--- src/verilog/asl_pkg.sv ---
// package of constants for the alert source select logic
package asl_pkg;
   localparam int unsigned ALERT_CONFIG_OFFSET = 8'h06;
   localparam logic [7:0]  ALERT_CONFIG_ADDR   = 8'h06;
   localparam logic [15:0] ALERT_CONFIG_RESET  = 16'h0000;
   localparam int unsigned SHUNT_OVER_BIT      = 15;
   localparam int unsigned SHUNT_UNDER_BIT     = 14;
   localparam int unsigned BUS_OVER_BIT        = 13;
   localparam int unsigned BUS_UNDER_BIT       = 12;
   localparam int unsigned POWER_OVER_BIT      = 11;
   localparam int unsigned CONV_DONE_EN_BIT    = 10;
   localparam int unsigned ALERT_FLAG_BIT      = 4;
   localparam int unsigned CONV_FLAG_BIT       = 3;
   localparam int unsigned MATH_OVERFLOW_BIT   = 2;
   localparam int unsigned ACTIVE_LEVEL_BIT    = 1;
   localparam int unsigned LATCH_SEL_BIT       = 0;
   // bits that software may write: enables, polarity, latch select
   localparam logic [15:0] WRITE_MASK          = 16'hFC03;
   typedef enum logic [2:0] {
      ASL_SRC_NONE,
      ASL_SRC_SHUNT_OVER,
      ASL_SRC_SHUNT_UNDER,
      ASL_SRC_BUS_OVER,
      ASL_SRC_BUS_UNDER,
      ASL_SRC_POWER_OVER
   } asl_src_t;
endpackage : asl_pkg

--- src/verilog/asl_alert_select.sv ---
// alert configuration register and alert pin control
// Summary of operation
// - highest enabled source among bits 15..11 wins
// - shunt above limit raises alert
// - shunt below limit raises alert
// - bus above limit raises alert
// - bus below limit raises alert
// - power above limit raises alert
// - conversion done flag raises alert when enabled
// - register at 06h, bits 9..5 zero, reset zero
// - alert active low unless polarity bit set
// - latch holds alert until register read
// - source flag set on alert, cleared per mode
// - conversion flag set on completion, cleared single-shot
`timescale 1ns/10ps
`default_nettype none
module asl_alert_select (
   input  wire logic        clk_in,
   input  wire logic        rstn_in,
   input  wire logic [7:0]  reg_addr_in,
   input  wire logic        reg_wr_in,
   input  wire logic        reg_rd_in,
   input  wire logic [15:0] reg_wdata_in,
   output logic      [15:0] reg_rdata_out,
   input  wire logic [15:0] shunt_in,
   input  wire logic [15:0] bus_in,
   input  wire logic [15:0] power_in,
   input  wire logic [15:0] limit_in,
   input  wire logic        result_valid_in,
   input  wire logic        conv_complete_in,
   input  wire logic        single_shot_in,
   input  wire logic        config_wr_clear_in,
   input  wire logic        math_overflow_in,
   output logic             alert_o_out,
   output logic             alert_oe_out
);
   import asl_pkg::*;

   logic [5:0]  enables;
   logic        alert_active_level;
   logic        alert_latch_select;
   logic        alert_source_flag;
   logic        conversion_done_flag;
   logic        math_overflow_flag;
   logic        alert_pin_active;
   logic        cfg_read;
   logic        cfg_write;
   logic        eval;
   logic        fault;
   asl_src_t    src;
   logic        shunt_over_limit_en;
   logic        shunt_under_limit_en;
   logic        bus_over_limit_en;
   logic        bus_under_limit_en;
   logic        power_over_limit_en;
   logic        conv_done_alert_en;

   // the register index is decoded for read strobe, write strobe and readback alike
   function automatic logic cfg_hit(input logic [7:0] addr);
      return addr == ALERT_CONFIG_ADDR;
   endfunction : cfg_hit

   // readback word built from the field positions; unused bits stay zero
   function automatic logic [15:0] cfg_word(input logic [5:0] src_en,
                                            input logic       src_flag,
                                            input logic       done_flag,
                                            input logic       math_flag,
                                            input logic       level_sel,
                                            input logic       latch_sel);
      logic [15:0] word;
      word                                    = 16'h0000;
      word[SHUNT_OVER_BIT:CONV_DONE_EN_BIT]   = src_en;
      word[ALERT_FLAG_BIT]                    = src_flag;
      word[CONV_FLAG_BIT]                     = done_flag;
      word[MATH_OVERFLOW_BIT]                 = math_flag;
      word[ACTIVE_LEVEL_BIT]                  = level_sel;
      word[LATCH_SEL_BIT]                     = latch_sel;
      return word;
   endfunction : cfg_word

   assign cfg_read  = reg_rd_in && cfg_hit(reg_addr_in);
   assign cfg_write = reg_wr_in && cfg_hit(reg_addr_in);

   // bits 15..11 pick the limit source, bit 10 adds the conversion alert on top
   assign shunt_over_limit_en  = enables[5];
   assign shunt_under_limit_en = enables[4];
   assign bus_over_limit_en    = enables[3];
   assign bus_under_limit_en   = enables[2];
   assign power_over_limit_en  = enables[1];
   assign conv_done_alert_en   = enables[0];

   // priority pick of the limit source; only one limit compare can run at a time
   always_comb begin
      if (shunt_over_limit_en)       src = ASL_SRC_SHUNT_OVER;
      else if (shunt_under_limit_en) src = ASL_SRC_SHUNT_UNDER;
      else if (bus_over_limit_en)    src = ASL_SRC_BUS_OVER;
      else if (bus_under_limit_en)   src = ASL_SRC_BUS_UNDER;
      else if (power_over_limit_en)  src = ASL_SRC_POWER_OVER;
      else                           src = ASL_SRC_NONE;
   end

   asl_compare u_compare (
      .clk_in          (clk_in),
      .rstn_in         (rstn_in),
      .src_in          (src),
      .result_valid_in (result_valid_in),
      .shunt_in        (shunt_in),
      .bus_in          (bus_in),
      .power_in        (power_in),
      .limit_in        (limit_in),
      .eval_out        (eval),
      .fault_out       (fault)
   );

   // writable configuration bits
   always_ff @(posedge clk_in or negedge rstn_in) begin
      if (!rstn_in) begin
         enables            <= ALERT_CONFIG_RESET[15:10];
         alert_active_level <= ALERT_CONFIG_RESET[ACTIVE_LEVEL_BIT];
         alert_latch_select <= ALERT_CONFIG_RESET[LATCH_SEL_BIT];
      end else if (cfg_write) begin
         enables            <= reg_wdata_in[15:10];
         alert_active_level <= reg_wdata_in[ACTIVE_LEVEL_BIT];
         alert_latch_select <= reg_wdata_in[LATCH_SEL_BIT];
      end
   end

   // source flag: a new fault wins over a read clear
   always_ff @(posedge clk_in or negedge rstn_in) begin
      if (!rstn_in) begin
         alert_source_flag <= 1'b0;
      end else if (eval && fault) begin
         alert_source_flag <= 1'b1;
      end else if (alert_latch_select) begin
         if (cfg_read) alert_source_flag <= 1'b0;
      end else if (eval) begin
         alert_source_flag <= 1'b0;
      end
   end

   // completion sets; single-shot clears on read or config write
   always_ff @(posedge clk_in or negedge rstn_in) begin
      if (!rstn_in) begin
         conversion_done_flag <= 1'b0;
      end else if (conv_complete_in) begin
         conversion_done_flag <= 1'b1;
      end else if (single_shot_in && (cfg_read || config_wr_clear_in)) begin
         conversion_done_flag <= 1'b0;
      end
   end

   always_ff @(posedge clk_in or negedge rstn_in) begin
      if (!rstn_in) begin
         math_overflow_flag <= 1'b0;
      end else if (conv_complete_in) begin
         math_overflow_flag <= math_overflow_in;
      end
   end

   // pin follows flags; latch holds, transparent releases
   always_ff @(posedge clk_in or negedge rstn_in) begin
      if (!rstn_in) begin
         alert_pin_active <= 1'b0;
      end else begin
         alert_pin_active <= alert_source_flag || (conv_done_alert_en && conversion_done_flag);
      end
   end

   // open collector can only sink: the driven value is low in both polarities
   always_ff @(posedge clk_in or negedge rstn_in) begin
      if (!rstn_in) begin
         alert_o_out <= 1'b0;
      end else begin
         alert_o_out <= 1'b0;
      end
   end

   // active low sinks while asserted; active high sinks while idle and lets the
   // pull-up signal the alert, so a released wire never reads as the wrong state
   assign alert_oe_out = alert_pin_active ^ alert_active_level;

   // readback with bits 9..5 as zero
   always_ff @(posedge clk_in or negedge rstn_in) begin
      if (!rstn_in) begin
         reg_rdata_out <= 16'h0000;
      end else if (reg_rd_in) begin
         if (cfg_hit(reg_addr_in)) begin
            reg_rdata_out <= cfg_word(enables, alert_source_flag, conversion_done_flag,
                                      math_overflow_flag, alert_active_level,
                                      alert_latch_select);
         end else begin
            reg_rdata_out <= 16'h0000;
         end
      end
   end
endmodule : asl_alert_select
`default_nettype wire

--- src/verilog/asl_compare.sv ---
// limit comparison for the selected alert source
`timescale 1ns/10ps
`default_nettype none
module asl_compare (
   input  wire logic                 clk_in,
   input  wire logic                 rstn_in,
   input  wire asl_pkg::asl_src_t    src_in,
   input  wire logic                 result_valid_in,
   input  wire logic [15:0]          shunt_in,
   input  wire logic [15:0]          bus_in,
   input  wire logic [15:0]          power_in,
   input  wire logic [15:0]          limit_in,
   output logic                      eval_out,
   output logic                      fault_out
);
   import asl_pkg::*;
   logic hit;

   // shunt is signed, bus and power unsigned
   always_comb begin
      case (src_in)
         ASL_SRC_SHUNT_OVER:  hit = $signed(shunt_in) > $signed(limit_in);
         ASL_SRC_SHUNT_UNDER: hit = $signed(shunt_in) < $signed(limit_in);
         ASL_SRC_BUS_OVER:    hit = bus_in > limit_in;
         ASL_SRC_BUS_UNDER:   hit = bus_in < limit_in;
         ASL_SRC_POWER_OVER:  hit = power_in > limit_in;
         default:             hit = 1'b0;
      endcase
   end

   // one evaluation per completed result
   always_ff @(posedge clk_in or negedge rstn_in) begin
      if (!rstn_in) begin
         eval_out  <= 1'b0;
         fault_out <= 1'b0;
      end else begin
         eval_out <= result_valid_in;
         if (result_valid_in) begin
            fault_out <= hit;
         end
      end
   end
endmodule : asl_compare
`default_nettype wire

--- config.mk ---
export PLATFORM = sky130hd
export DESIGN_NAME = asl_alert_select
export DESIGN_NICKNAME = d
export VERILOG_FILES = /design/src/verilog/asl_pkg.sv /design/src/verilog/asl_alert_select.sv /design/src/verilog/asl_compare.sv
export SDC_FILE = /design/constraint.sdc
export NUM_CORES = 1
export LEC_CHECK = 0
export BUFFER_PORTS_ARGS = -buffer_cell sky130_fd_sc_hd__buf_2
export CAP_MARGIN = 10
export CELL_PAD_IN_SITES_DETAIL_PLACEMENT = 0
export CELL_PAD_IN_SITES_GLOBAL_PLACEMENT = 1
export CORE_AREA = 2 2 89 91
export CTS_BUF_LIST = sky130_fd_sc_hd__clkbuf_8 sky130_fd_sc_hd__clkbuf_16
export DETAILED_ROUTE_END_ITERATION = 8
export DIE_AREA = 0 0 91 93
export HOLD_SLACK_MARGIN = 0.12
export PLACE_DENSITY_LB_ADDON = 0.1
export SYNTH_ARGS = -nofsm -noshare
export SYNTH_HDL_FRONTEND = slang
export SYNTH_SLANG_ARGS = --single-unit
--- constraint.sdc ---
create_clock -name clk_in -period 1.3 [get_ports clk_in]
set_input_delay 0.13 -clock clk_in [delete_from_list [all_inputs] [get_ports clk_in]]
set_output_delay 0.13 -clock clk_in [all_outputs]
set_load 0.01 [all_outputs]
-- Yosys cells after proc, flatten, opt, wreduce, memory -nomap -nowiden
Cells that the tools add are included.
- bits in registers: 30
- bits of input ports: 97
- output and inout port bits: 18
- logic and storage cells: 46
- order comparisons: 5
- eq/ne operators: 7
- muxes and demuxes: 13
- bitwise operators: 1
- reductions and logical operators: 10
- operators with widths (operator ; number):
    $gt A16 B16 Y1 ; 3
    $lt A16 B16 Y1 ; 2
    $mux W16 ; 1
    $mux W3 ; 5
    $eq A8 B3 Y1 const B ; 1
    $eq A3 B2 Y1 const B ; 2
    $eq A3 B3 Y1 const B ; 2
    $mux W1 ; 6
    $logic_and A1 B1 Y1 ; 5
    $pmux W1 S5 ; 1
    $eq A3 B1 Y1 const B ; 1
    $ne A3 B1 Y1 const B ; 1
    $reduce_bool A3 Y1 ; 1
    $logic_or A1 B1 Y1 ; 2
    $reduce_and A2 Y1 ; 1
    $reduce_bool A2 Y1 ; 1
    $xor A1 B1 Y1 ; 1

-- Depth between registers and ports, before layout
Gate-level depths: netlist (run 1).
- depth after elaboration: 7
- depth in mapped cells: 9
- gate-level depth less buffers: 9

-- Modules after synthesis
From an unflattened synthesis (run 1), not the netlist that was laid out.
- cell total of the unflattened synthesis: 253
- area, all modules: 2347.3 sq um
- by module, submodules not included (module ; times used ; cells each ; area an instance (sq um) ; seq. area each (sq um)):
    asl_compare ; 1 ; 158 ; 1316.3 ; 50.0
    asl_alert_select ; 1 ; 95 ; 1031.0 ; 575.6

-- Least setup slack after synthesis (run 1)
OpenSTA, ideal clock, no wires.
- path type: in2reg
- start: input port limit_in[15]
- end: register u_compare.fault_out
- setup time: 0.067 ns
- data arrival time: 2.048 ns
- required time: 1.233 ns
- setup slack: -0.816 ns
- cell stages on the path: 9
- path buffers: 0
- cell sequence: inv_1 -> ha_1 -> nand4_1 -> or4_1 -> a21o_1 -> nand3_2 -> mux2_1 -> o2111ai_1 -> o221a_1
- cells in the longest elaborated chain, start to end: 2
- elaborated cells between the ends (all ways): 6
- classes of those cells: order compare (5); mux (1)
- ends and longest elaborated chain (what ; line ; source):
    start, declared ; asl_alert_select.sv:28 ; input wire logic [15:0] limit_in,
    $gt A16 B16 Y1, or another cell as far along ; asl_compare.sv:26 ; ASL_SRC_POWER_OVER: hit = power_in > limit_in;
    $pmux W1 S5 (*) ; asl_compare.sv:21 ; case (src_in)
    end signal, assigned ; asl_compare.sv:39 ; fault_out <= hit;
    end, declared ; asl_compare.sv:14 ; output logic fault_out
Mark *: on every way between the ends. The rest lies on a longest branch, timed or not.
A chain may end at the register's enable or synchronous reset.

-- Worst setup path in the final report (run 1)
- start: input port limit_in[9]
- end: register u_compare.fault_out
Same word-level chain as after synthesis.

==> run summary, run 1 <==
Placed cell area: 3210 um2
CTS Buf Count: 3
Fin area: 3390 um2
Final Hold Viols: 0
Critical R2R Launch: enables[4]$_DFFE_PN0P_
Required @ worst endpoint: 1510 ps
Worst skew pair latency: 270 ps
Max Slew Vio Count: 0
Max Freq: 538 MHz
Clock tree sinks: 25
Final #Nets: 529
Total Power: 2060 uW
Initial Utilization: 29.0%
Gr usage total: 14.9%
Vias per inst: 4.49
Total leakage power: 0.00181 uW
Clock-pin slew on the worst setup and hold paths: 90 ps
Number of global-route vias before repair: 2271
First-pass GRT wire length: 10.3 mm
Final min period: 1860 ps
Worst Skew: 4.80 ps
Post-CTS setup buffers: 0
Core area: 7530 um2
Crit. End Element: flip-flop
Synth warnings: 0
Relative slew margins: 62.1%
Status: finished, violations left
CP max FO: 3
Worst hold path class: in2reg
Worst IR drop on VDD: 0.542 mV
Initial DRC Count: 27
Data arrival, critical path: 2070 ps
Final Wtd Congestion: 0.794
Max Cap Viol: 0
Slew @ Worst Pin: 568 ps
DR WL/cell: 12.7 um
Largest family of logic cells by synthesized area: adder cells
TritonRoute pass-1 iters: 4
Drt drc: 0
Area grow syn2layout: 55.3%
Die width: 91 um
FF+latch count, synth: 25
Number of synthesized flops with an enable pin: 0
Min Hold Slack: 179 ps
Synth Area per Inst: 9.50 um2
Remaining antenna violation count: 0
Critical Path Source: limit_in[9]
Pwr/cell area: 607 nW/um2
Final std cells w/o fill: 485
Post-synthesis simple-gate area fraction: 12.7%
Min-delay src: single_shot_in
Critical Path Start Type: input pin
Synth async-reset ratio: 100%
Kind of critical path: in2reg
Final worst slack: -558 ps
Vias: 2178
Root Buffer: clkbuf_8
Post-synthesis xor/xnor area fraction: 0.401%
Largest net degree at the start of global routing: 26
IO buf count: 100
CTS tree: yes
Maximum root-to-sink buffer count: 2
Met2 Use GR: 26.9%
Final setup viols: 1
Gr busiest metal: met2
Hpwl dp: 5.35 mm
Failing checks: setup timing
Total grt overflow: 0
Final core occ: 45.1%
Syn Inst Count: 230
Die ar.: 8460 um2
Post-synthesis adder-cell area fraction: 27.5%
Unrepaired setup endpoints after global routing: true
Area of the mapped netlist: 2190 um2
FP Rows: 32
Ratio of cells with drive above 1 in the final layout: 47.3%
Synth Flop Type: dfrtp_1
Met1 Use GR: 19.1%
Synth Area in Compound Gates: 18.8%
Met3 usage: 1.61%
Mux cell area share after synthesis: 5.61%
Routed WL: 6.17 mm
Initial antenna violation count: 0
H-tree levels: 1
Ports: 115
Sequential area share after synthesis: 28.6%
Tcrit/Tclk final: 143%
Ant diodes: 0
Placed insts: 469
Post-synthesis cell type count: 40
Die height: 93 um
[synth_stat cells, types with 2 or more instances]
library cell	instances	area (um2)
mux2_2	9	101
o211ai_1	2	15.0
clkbuf_1	3	11.3
nor4_1	4	25.0
nor2_1	6	22.5
nand3_1	5	25.0
a21o_1	8	60.1
o2bb2ai_1	10	87.6
a22o_1	2	17.5
nor2b_1	2	12.5
a211oi_1	2	15.0
o21ai_0	8	40.0
ha_1	48	601
dfrtp_1	25	626
buf_4	6	45.0
inv_1	21	78.8
a21oi_1	18	90.1
nand2_1	21	78.8
nand4_1	9	56.3
[sequential cells by signal (all words and copies together) (netlist names)]
signal                flops
alert_latch_select        1
alert_active_level        1
alert_source_flag         1
alert_pin_active          1
u_compare.eval_out        1
conversion_done_flag      1
u_compare.fault_out       1
math_overflow_flag        1
reg_rdata_out            11
enables                   6
[area by class of cell]
cell class / instances / area, um2
clock buffer: 3 / 41.3
clock inverter: 1 / 7.51
fill: 784 / 4130
inverter: 21 / 98.8
multi-input combinational: 180 / 1560
sequential: 25 / 626
tap: 102 / 128
timing repair buffer: 153 / 931
[through the flow]
stage / setup WS (ps) / TNS (ps)
6_report: -558 / -558
5_1_grt: -647 / -647
4_1_cts: -578 / -578
3_5_place_dp: -912 / -1090
3_3_place_gp: -895 / -1120
2_1_floorplan: -650 / -650
[cell usage in the layout, fill, tap and decap left out, drive strengths merged, types with 2 or more instances in the layout]
cell type    netlist  final
a211oi             2      2
a21boi             2      2
a21o               8      8
a21oi             18     18
a22o               2      2
buf                6    141
clkbuf             3      3
conb               1      6
dfrtp             25     25
dlygate4sd3        0     12
ha                48     48
inv               21     21
mux2              10     10
nand2             21     21
nand3              6      6
nand4              9      9
nor2               6      6
nor2b              2      2
nor4               4      4
o211ai             2      2
o21ai              8      8
o2bb2ai           10     10
[final timing paths]
check,endpoint,slack (ps),depth (start not counted)
setup / recovery,u_compare.fault_out$_DFFE_PN0P_,-560,10
hold reg to reg,reg_rdata_out[10]$_DFFE_PN0P_,490,1
hold / removal,conversion_done_flag$_DFFE_PN0P_,180,3
max in group asynchronous,reg_rdata_out[12]$_DFFE_PN0P_,550,2
setup reg to reg,u_compare.fault_out$_DFFE_PN0P_,-130,5
min in group asynchronous,reg_rdata_out[0]$_DFFE_PN0P_,370,2
[power breakdown]
part / switching [uW] / internal (uW) / leakage (uW) / total (uW)
Clock: 260 / 218 / 0.0000217 / 477
Sequential: 22.6 / 808 / 0.000337 / 831
Combinational: 341 / 412 / 0.00145 / 752
Total: 623 / 1440 / 0.00181 / 2060
[metal layers]
metal  up-vias  part of all wire [%]
met5         -                     0
met4         0                  0.84
met3         5                   4.1
met2        46                    50
met1       978                    45
li1       1149                     -
[logic make-up (layout without fill, tap and decap cells)]
family	after synthesis	after routing
compound gates	60	60
other cells	1	6
flops	25	25
fa+ha+maj	48	48
simple gates	54	54
buf+inv	30	178
xor+xnor	1	1
mux	11	11
[worst max-delay path, stage by stage]
cell,delay [ps]
buf_2,100
inv_4,40
ha_4,260
nand4_1,110
or4_4,500
a21o_1,180
nand3_2,90
mux2_4,300
o2111ai_2,180
o221a_1,190
[what timing repair did]
item                                    CTS  global route
resized for setup                         4             0
pin swaps                                 2             1
endpoints found under the setup margin    1             1
hold buffers                             12             0
hold endpoints to repair                 36             0
gates cloned                              0             0
(Power assumes the default switching activity.)
==> run 2: changes to the inputs <==
- ABC_AREA: not set -> 1
- CORE_AREA: 2 2 89 91 -> 2 2 93 95
- CTS_BUF_LIST: sky130_fd_sc_hd__clkbuf_8 sky130_fd_sc_hd__clkbuf_16 -> not set
- DIE_AREA: 0 0 91 93 -> 0 0 95 97
- SETUP_SLACK_MARGIN: not set -> 0.4
==> run 2 against run 1 <==
Compared with the run above: routed wire length decreased by 2.8%; total power is 2.2% higher; clock-buffer cell count grew 1; first-iteration DRC count grew 120%; synthesized cell count rose by 32%; clock skew decreased by 3.6 ps; critical endpoint unchanged; sequential cell count is the same; the flow still finishes with violations (setup timing); die area rose by 8.9%.
==> run summary, run 2 <==
Status: finished, violations left (unchanged)
Failing checks: setup timing (unchanged)
Worst skew pair latency: 260 ps (was 270 ps)
Ant diodes: 0 (unchanged)
Cell chain of the critical path: inv_2, o21ai_1, nand2_1, nand2_2, nand2_2, nor2_2, nand2_1, a21oi_2, nor2_1, nand3_1, nand2_1, nand2_1 (was buf_2, inv_4, ha_4, nand4_1, or4_4, a21o_1, nand3_2, mux2_4, o2111ai_2, o221a_1)
Maximum root-to-sink buffer count: 2 (unchanged)
Total Power: 2100 uW (was 2060 uW)
Final worst slack: -9.61 ps (was -558 ps)
Remaining antenna violation count: 0 (unchanged)
Max reg flops: 11 (unchanged)
Top cells by count, synth: nand2_1, inv_1, ha_1 (was ha_1, dfrtp_1, inv_1, nand2_1, a21oi_1)
Syn Inst Count: 304 (was 230)
Vias per inst: 4.35 (was 4.49)
Pwr/cell area: 577 nW/um2 (was 607 nW/um2)
Hpwl dp: 5.17 mm (was 5.35 mm)
Largest net degree at the start of global routing: 26 (unchanged)
Required @ worst endpoint: 1510 ps (about the same)
Ratio of cells with drive above 1 in the final layout: 44.9% (was 47.3%)
Mux cell area share after synthesis: 3.87% (was 5.61%)
Most frequent cell after synthesis: nand2_1 (was ha_1)
Clock power share: 21.3% (was 23.2%)
Vias: 2325 (was 2178)
Most frequent cells in the layout: buf_2, nand2_1, inv_1, ha_1, dfrtp_1 (was buf_2, buf_4, ha_1, dfrtp_1, nand2_1)
Max Cap Viol: 0 (unchanged)
Synth Flop Type: dfrtp_1 (unchanged)
Area grow syn2layout: 56.7% (was 55.3%)
Area of the mapped netlist: 2330 um2 (was 2190 um2)
Most common cell after layout, fill and taps aside: buf_2 (unchanged)
Post-synth top area share: 26.9% (was 28.6%)
Unrepaired setup endpoints after global routing: true (unchanged)
Clock-pin slew on the worst setup and hold paths: 80 ps (was 90 ps)
Data arrival, critical path: 1520 ps (was 2070 ps)
Largest register by flop count: reg_rdata_out (unchanged)
Largest family of logic cells by synthesized area: adder cells (unchanged)
Total grt overflow: 0 (unchanged)
H-tree levels: 1 (unchanged)
Kind of critical path: reg2reg (was in2reg)
Slowest CP cell: dfrtp_1 (was or4_4)
IO buf count: 100 (unchanged)
Area of the multi-input gates: 1810 um2 (was 1560 um2)
Clock tree sinks: 25 (unchanged)
Min Hold Slack: 1.47 ps (was 179 ps)
Number of synthesized flops with an enable pin: 0 (unchanged)
Relative slew margins: 62.7% (was 62.1%)
Final Hold Viols: 0 (unchanged)
Initial DRC Count: 60 (was 27)
Post-synthesis simple-gate area fraction: 18.8% (was 12.7%)
Initial antenna violation count: 0 (unchanged)
Comb pwr share: 39.2% (was 36.5%)
Largest stage delay on the critical path: 370 ps (was 500 ps)
Final Wtd Congestion: 0.688 (was 0.794)
FF+latch count, synth: 25 (unchanged)
Worst hold path class: in2reg (unchanged)
Sequential power share: 39.5% (was 40.3%)
Fill count: 856 (was 784)
Synth Area in Compound Gates: 12.2% (was 18.8%)
Post-synthesis adder-cell area fraction: 25.8% (was 27.5%)
Top cell by count, worst path: nand2_1
Crit. End Element: flip-flop (unchanged)
Ports: 115 (unchanged)
Sequential area share after synthesis: 26.9% (was 28.6%)
CTS tree: yes (unchanged)
Switching Share: 31.8% (was 30.2%)
CP max FO: 2 (was 3)
Hold-fix buffers at CTS: 11 (was 12)
Storage element area: 626 um2 (unchanged)
First-pass GRT wire length: 10.1 mm (was 10.3 mm)
Critical Path Start Type: flip-flop (was input pin)
Max Freq: 764 MHz (was 538 MHz)
Total negative setup slack: -9.61 ps (was -558 ps)
Gr usage total: 13.4% (was 14.9%)
FP Rows: 33 (was 32)
DR WL/cell: 11.2 um (was 12.7 um)
Tcrit/Tclk final: 101% (was 143%)
Total leakage power: 0.00191 uW (was 0.00181 uW)
Drt drc: 0 (unchanged)
Post-synthesis cell type count: 24 (was 40)
Initial Utilization: 28.6% (was 29.0%)
Cells taking the most area after synthesis: dfrtp_1, ha_1, nand2_1 (was dfrtp_1, ha_1, mux2_2)
Final min period: 1310 ps (was 1860 ps)
Final #Nets: 576 (was 529)
Final setup viols: 1 (unchanged)
Synth warnings: 0 (unchanged)
Worst IR drop on VDD: 0.352 mV (was 0.542 mV)
Max Slew Vio Count: 0 (unchanged)
Root Buffer: clkbuf_8 (unchanged)
TritonRoute pass-1 iters: 4 (unchanged)
Internal power: 1440 uW (about the same)
Die width: 95 um (was 91 um)
Die height: 97 um (was 93 um)
Routed WL: 5.99 mm (was 6.17 mm)
Core area: 8130 um2 (was 7530 um2)
Die ar.: 9220 um2 (was 8460 um2)
CTS Buf Count: 3 (unchanged)
Synth Area per Inst: 7.65 um2 (was 9.50 um2)
Biggest regs: reg_rdata_out x11, enables x6 (unchanged)
Worst Skew: 1.23 ps (was 4.80 ps)
Synth area leader: dfrtp_1 (unchanged)
Synth async-reset ratio: 100% (unchanged)
Slew @ Worst Pin: 560 ps (was 568 ps)
Number of global-route vias before repair: 2327 (was 2271)
Post-synthesis xor/xnor area fraction: 0.377% (was 0.401%)
Net Sw Power: 669 uW (was 623 uW)
[run 2: area by class of cell]
type                       count  share of cell area (%)
tap                          105                    3.60
sequential                    25                    17.2
clock buffer                   4                    1.24
multi-input combinational    217                    49.7
timing repair buffer         125                    21.0
inverter                      59                    7.31
[run 2: critical path, delay by kind of cell, from the launching register on]
family | cells | cell delay [ps]
AOI/OAI and AO/OA | 2 | 250
buffers and inverters | 1 | 40
DFF | 1 | 370
and+or+nand+nor | 9 | 590
[run 2: repair_timing]
action / in CTS / in global routing
pin swaps: 5 / 5
endpoints found under the hold margin: 37 / 2
gates resized for setup: 24 / 19
setup buffers: 2 / 2
setup endpoints to repair: 33 / 33
[run 2: layer usage]
metal / up-vias / GRT usage [%] / share of wire [%]
li1: 1235 / - / -
met1: 1026 / 16.9 / 44
met2: 62 / 24.4 / 50
met3: 2 / 2.02 / 4.9
met4: 0 / 1.67 / 0.33
met5: - / 0 / 0
[run 2: power by group through the flow]
stage	Combinational, uW	Sequential [uW]	Clock [uW]
after detailed placement	771	847	0
after floorplan	461	841	0
after global routing	960	836	502
after global placement	761	846	0
final	824	831	449
after CTS	821	831	470
[run 2: logic make-up after synthesis]
logic type / Yosys count
other: 1
multiplexers: 8
buffers and inverters: 67
AO/OA/AOI/OAI: 51
adder cells (fa/ha/maj): 48
XOR/XNOR: 1
flip-flops: 25
AND/OR/NAND/NOR: 103
[run 2: path summary, 6_finish.rpt]
path | start | to | slack (ps) | cells after the start
max | enables[1]$_DFFE_PN0P_ | u_compare.fault_out$_DFFE_PN0P_ | -10 | 12
min | result_valid_in | u_compare.eval_out$_DFF_PN0_ | 1 | 1
max reg2reg | enables[1]$_DFFE_PN0P_ | u_compare.fault_out$_DFFE_PN0P_ | -10 | 12
min reg2reg | math_overflow_flag$_DFFE_PN0P_ | reg_rdata_out[2]$_DFFE_PN0P_ | 520 | 2
max in group asynchronous | rstn_in | u_compare.fault_out$_DFFE_PN0P_ | 530 | 2
min in group asynchronous | rstn_in | reg_rdata_out[10]$_DFFE_PN0P_ | 400 | 2
[run 2: through the flow]
stage | setup WS [ps] | util, % | std cells | cell area [um2]
2_1_floorplan | 54.1 | - | 309 | 2640
3_3_place_gp | -343 | 40.4 | 516 | 3290
3_5_place_dp | -317 | 40.4 | 516 | 3290
4_1_cts | -63.6 | 43.8 | 533 | 3560
5_1_grt | -130 | 44.8 | 535 | 3640
6_report | -9.61 | 44.8 | 535 | 3640
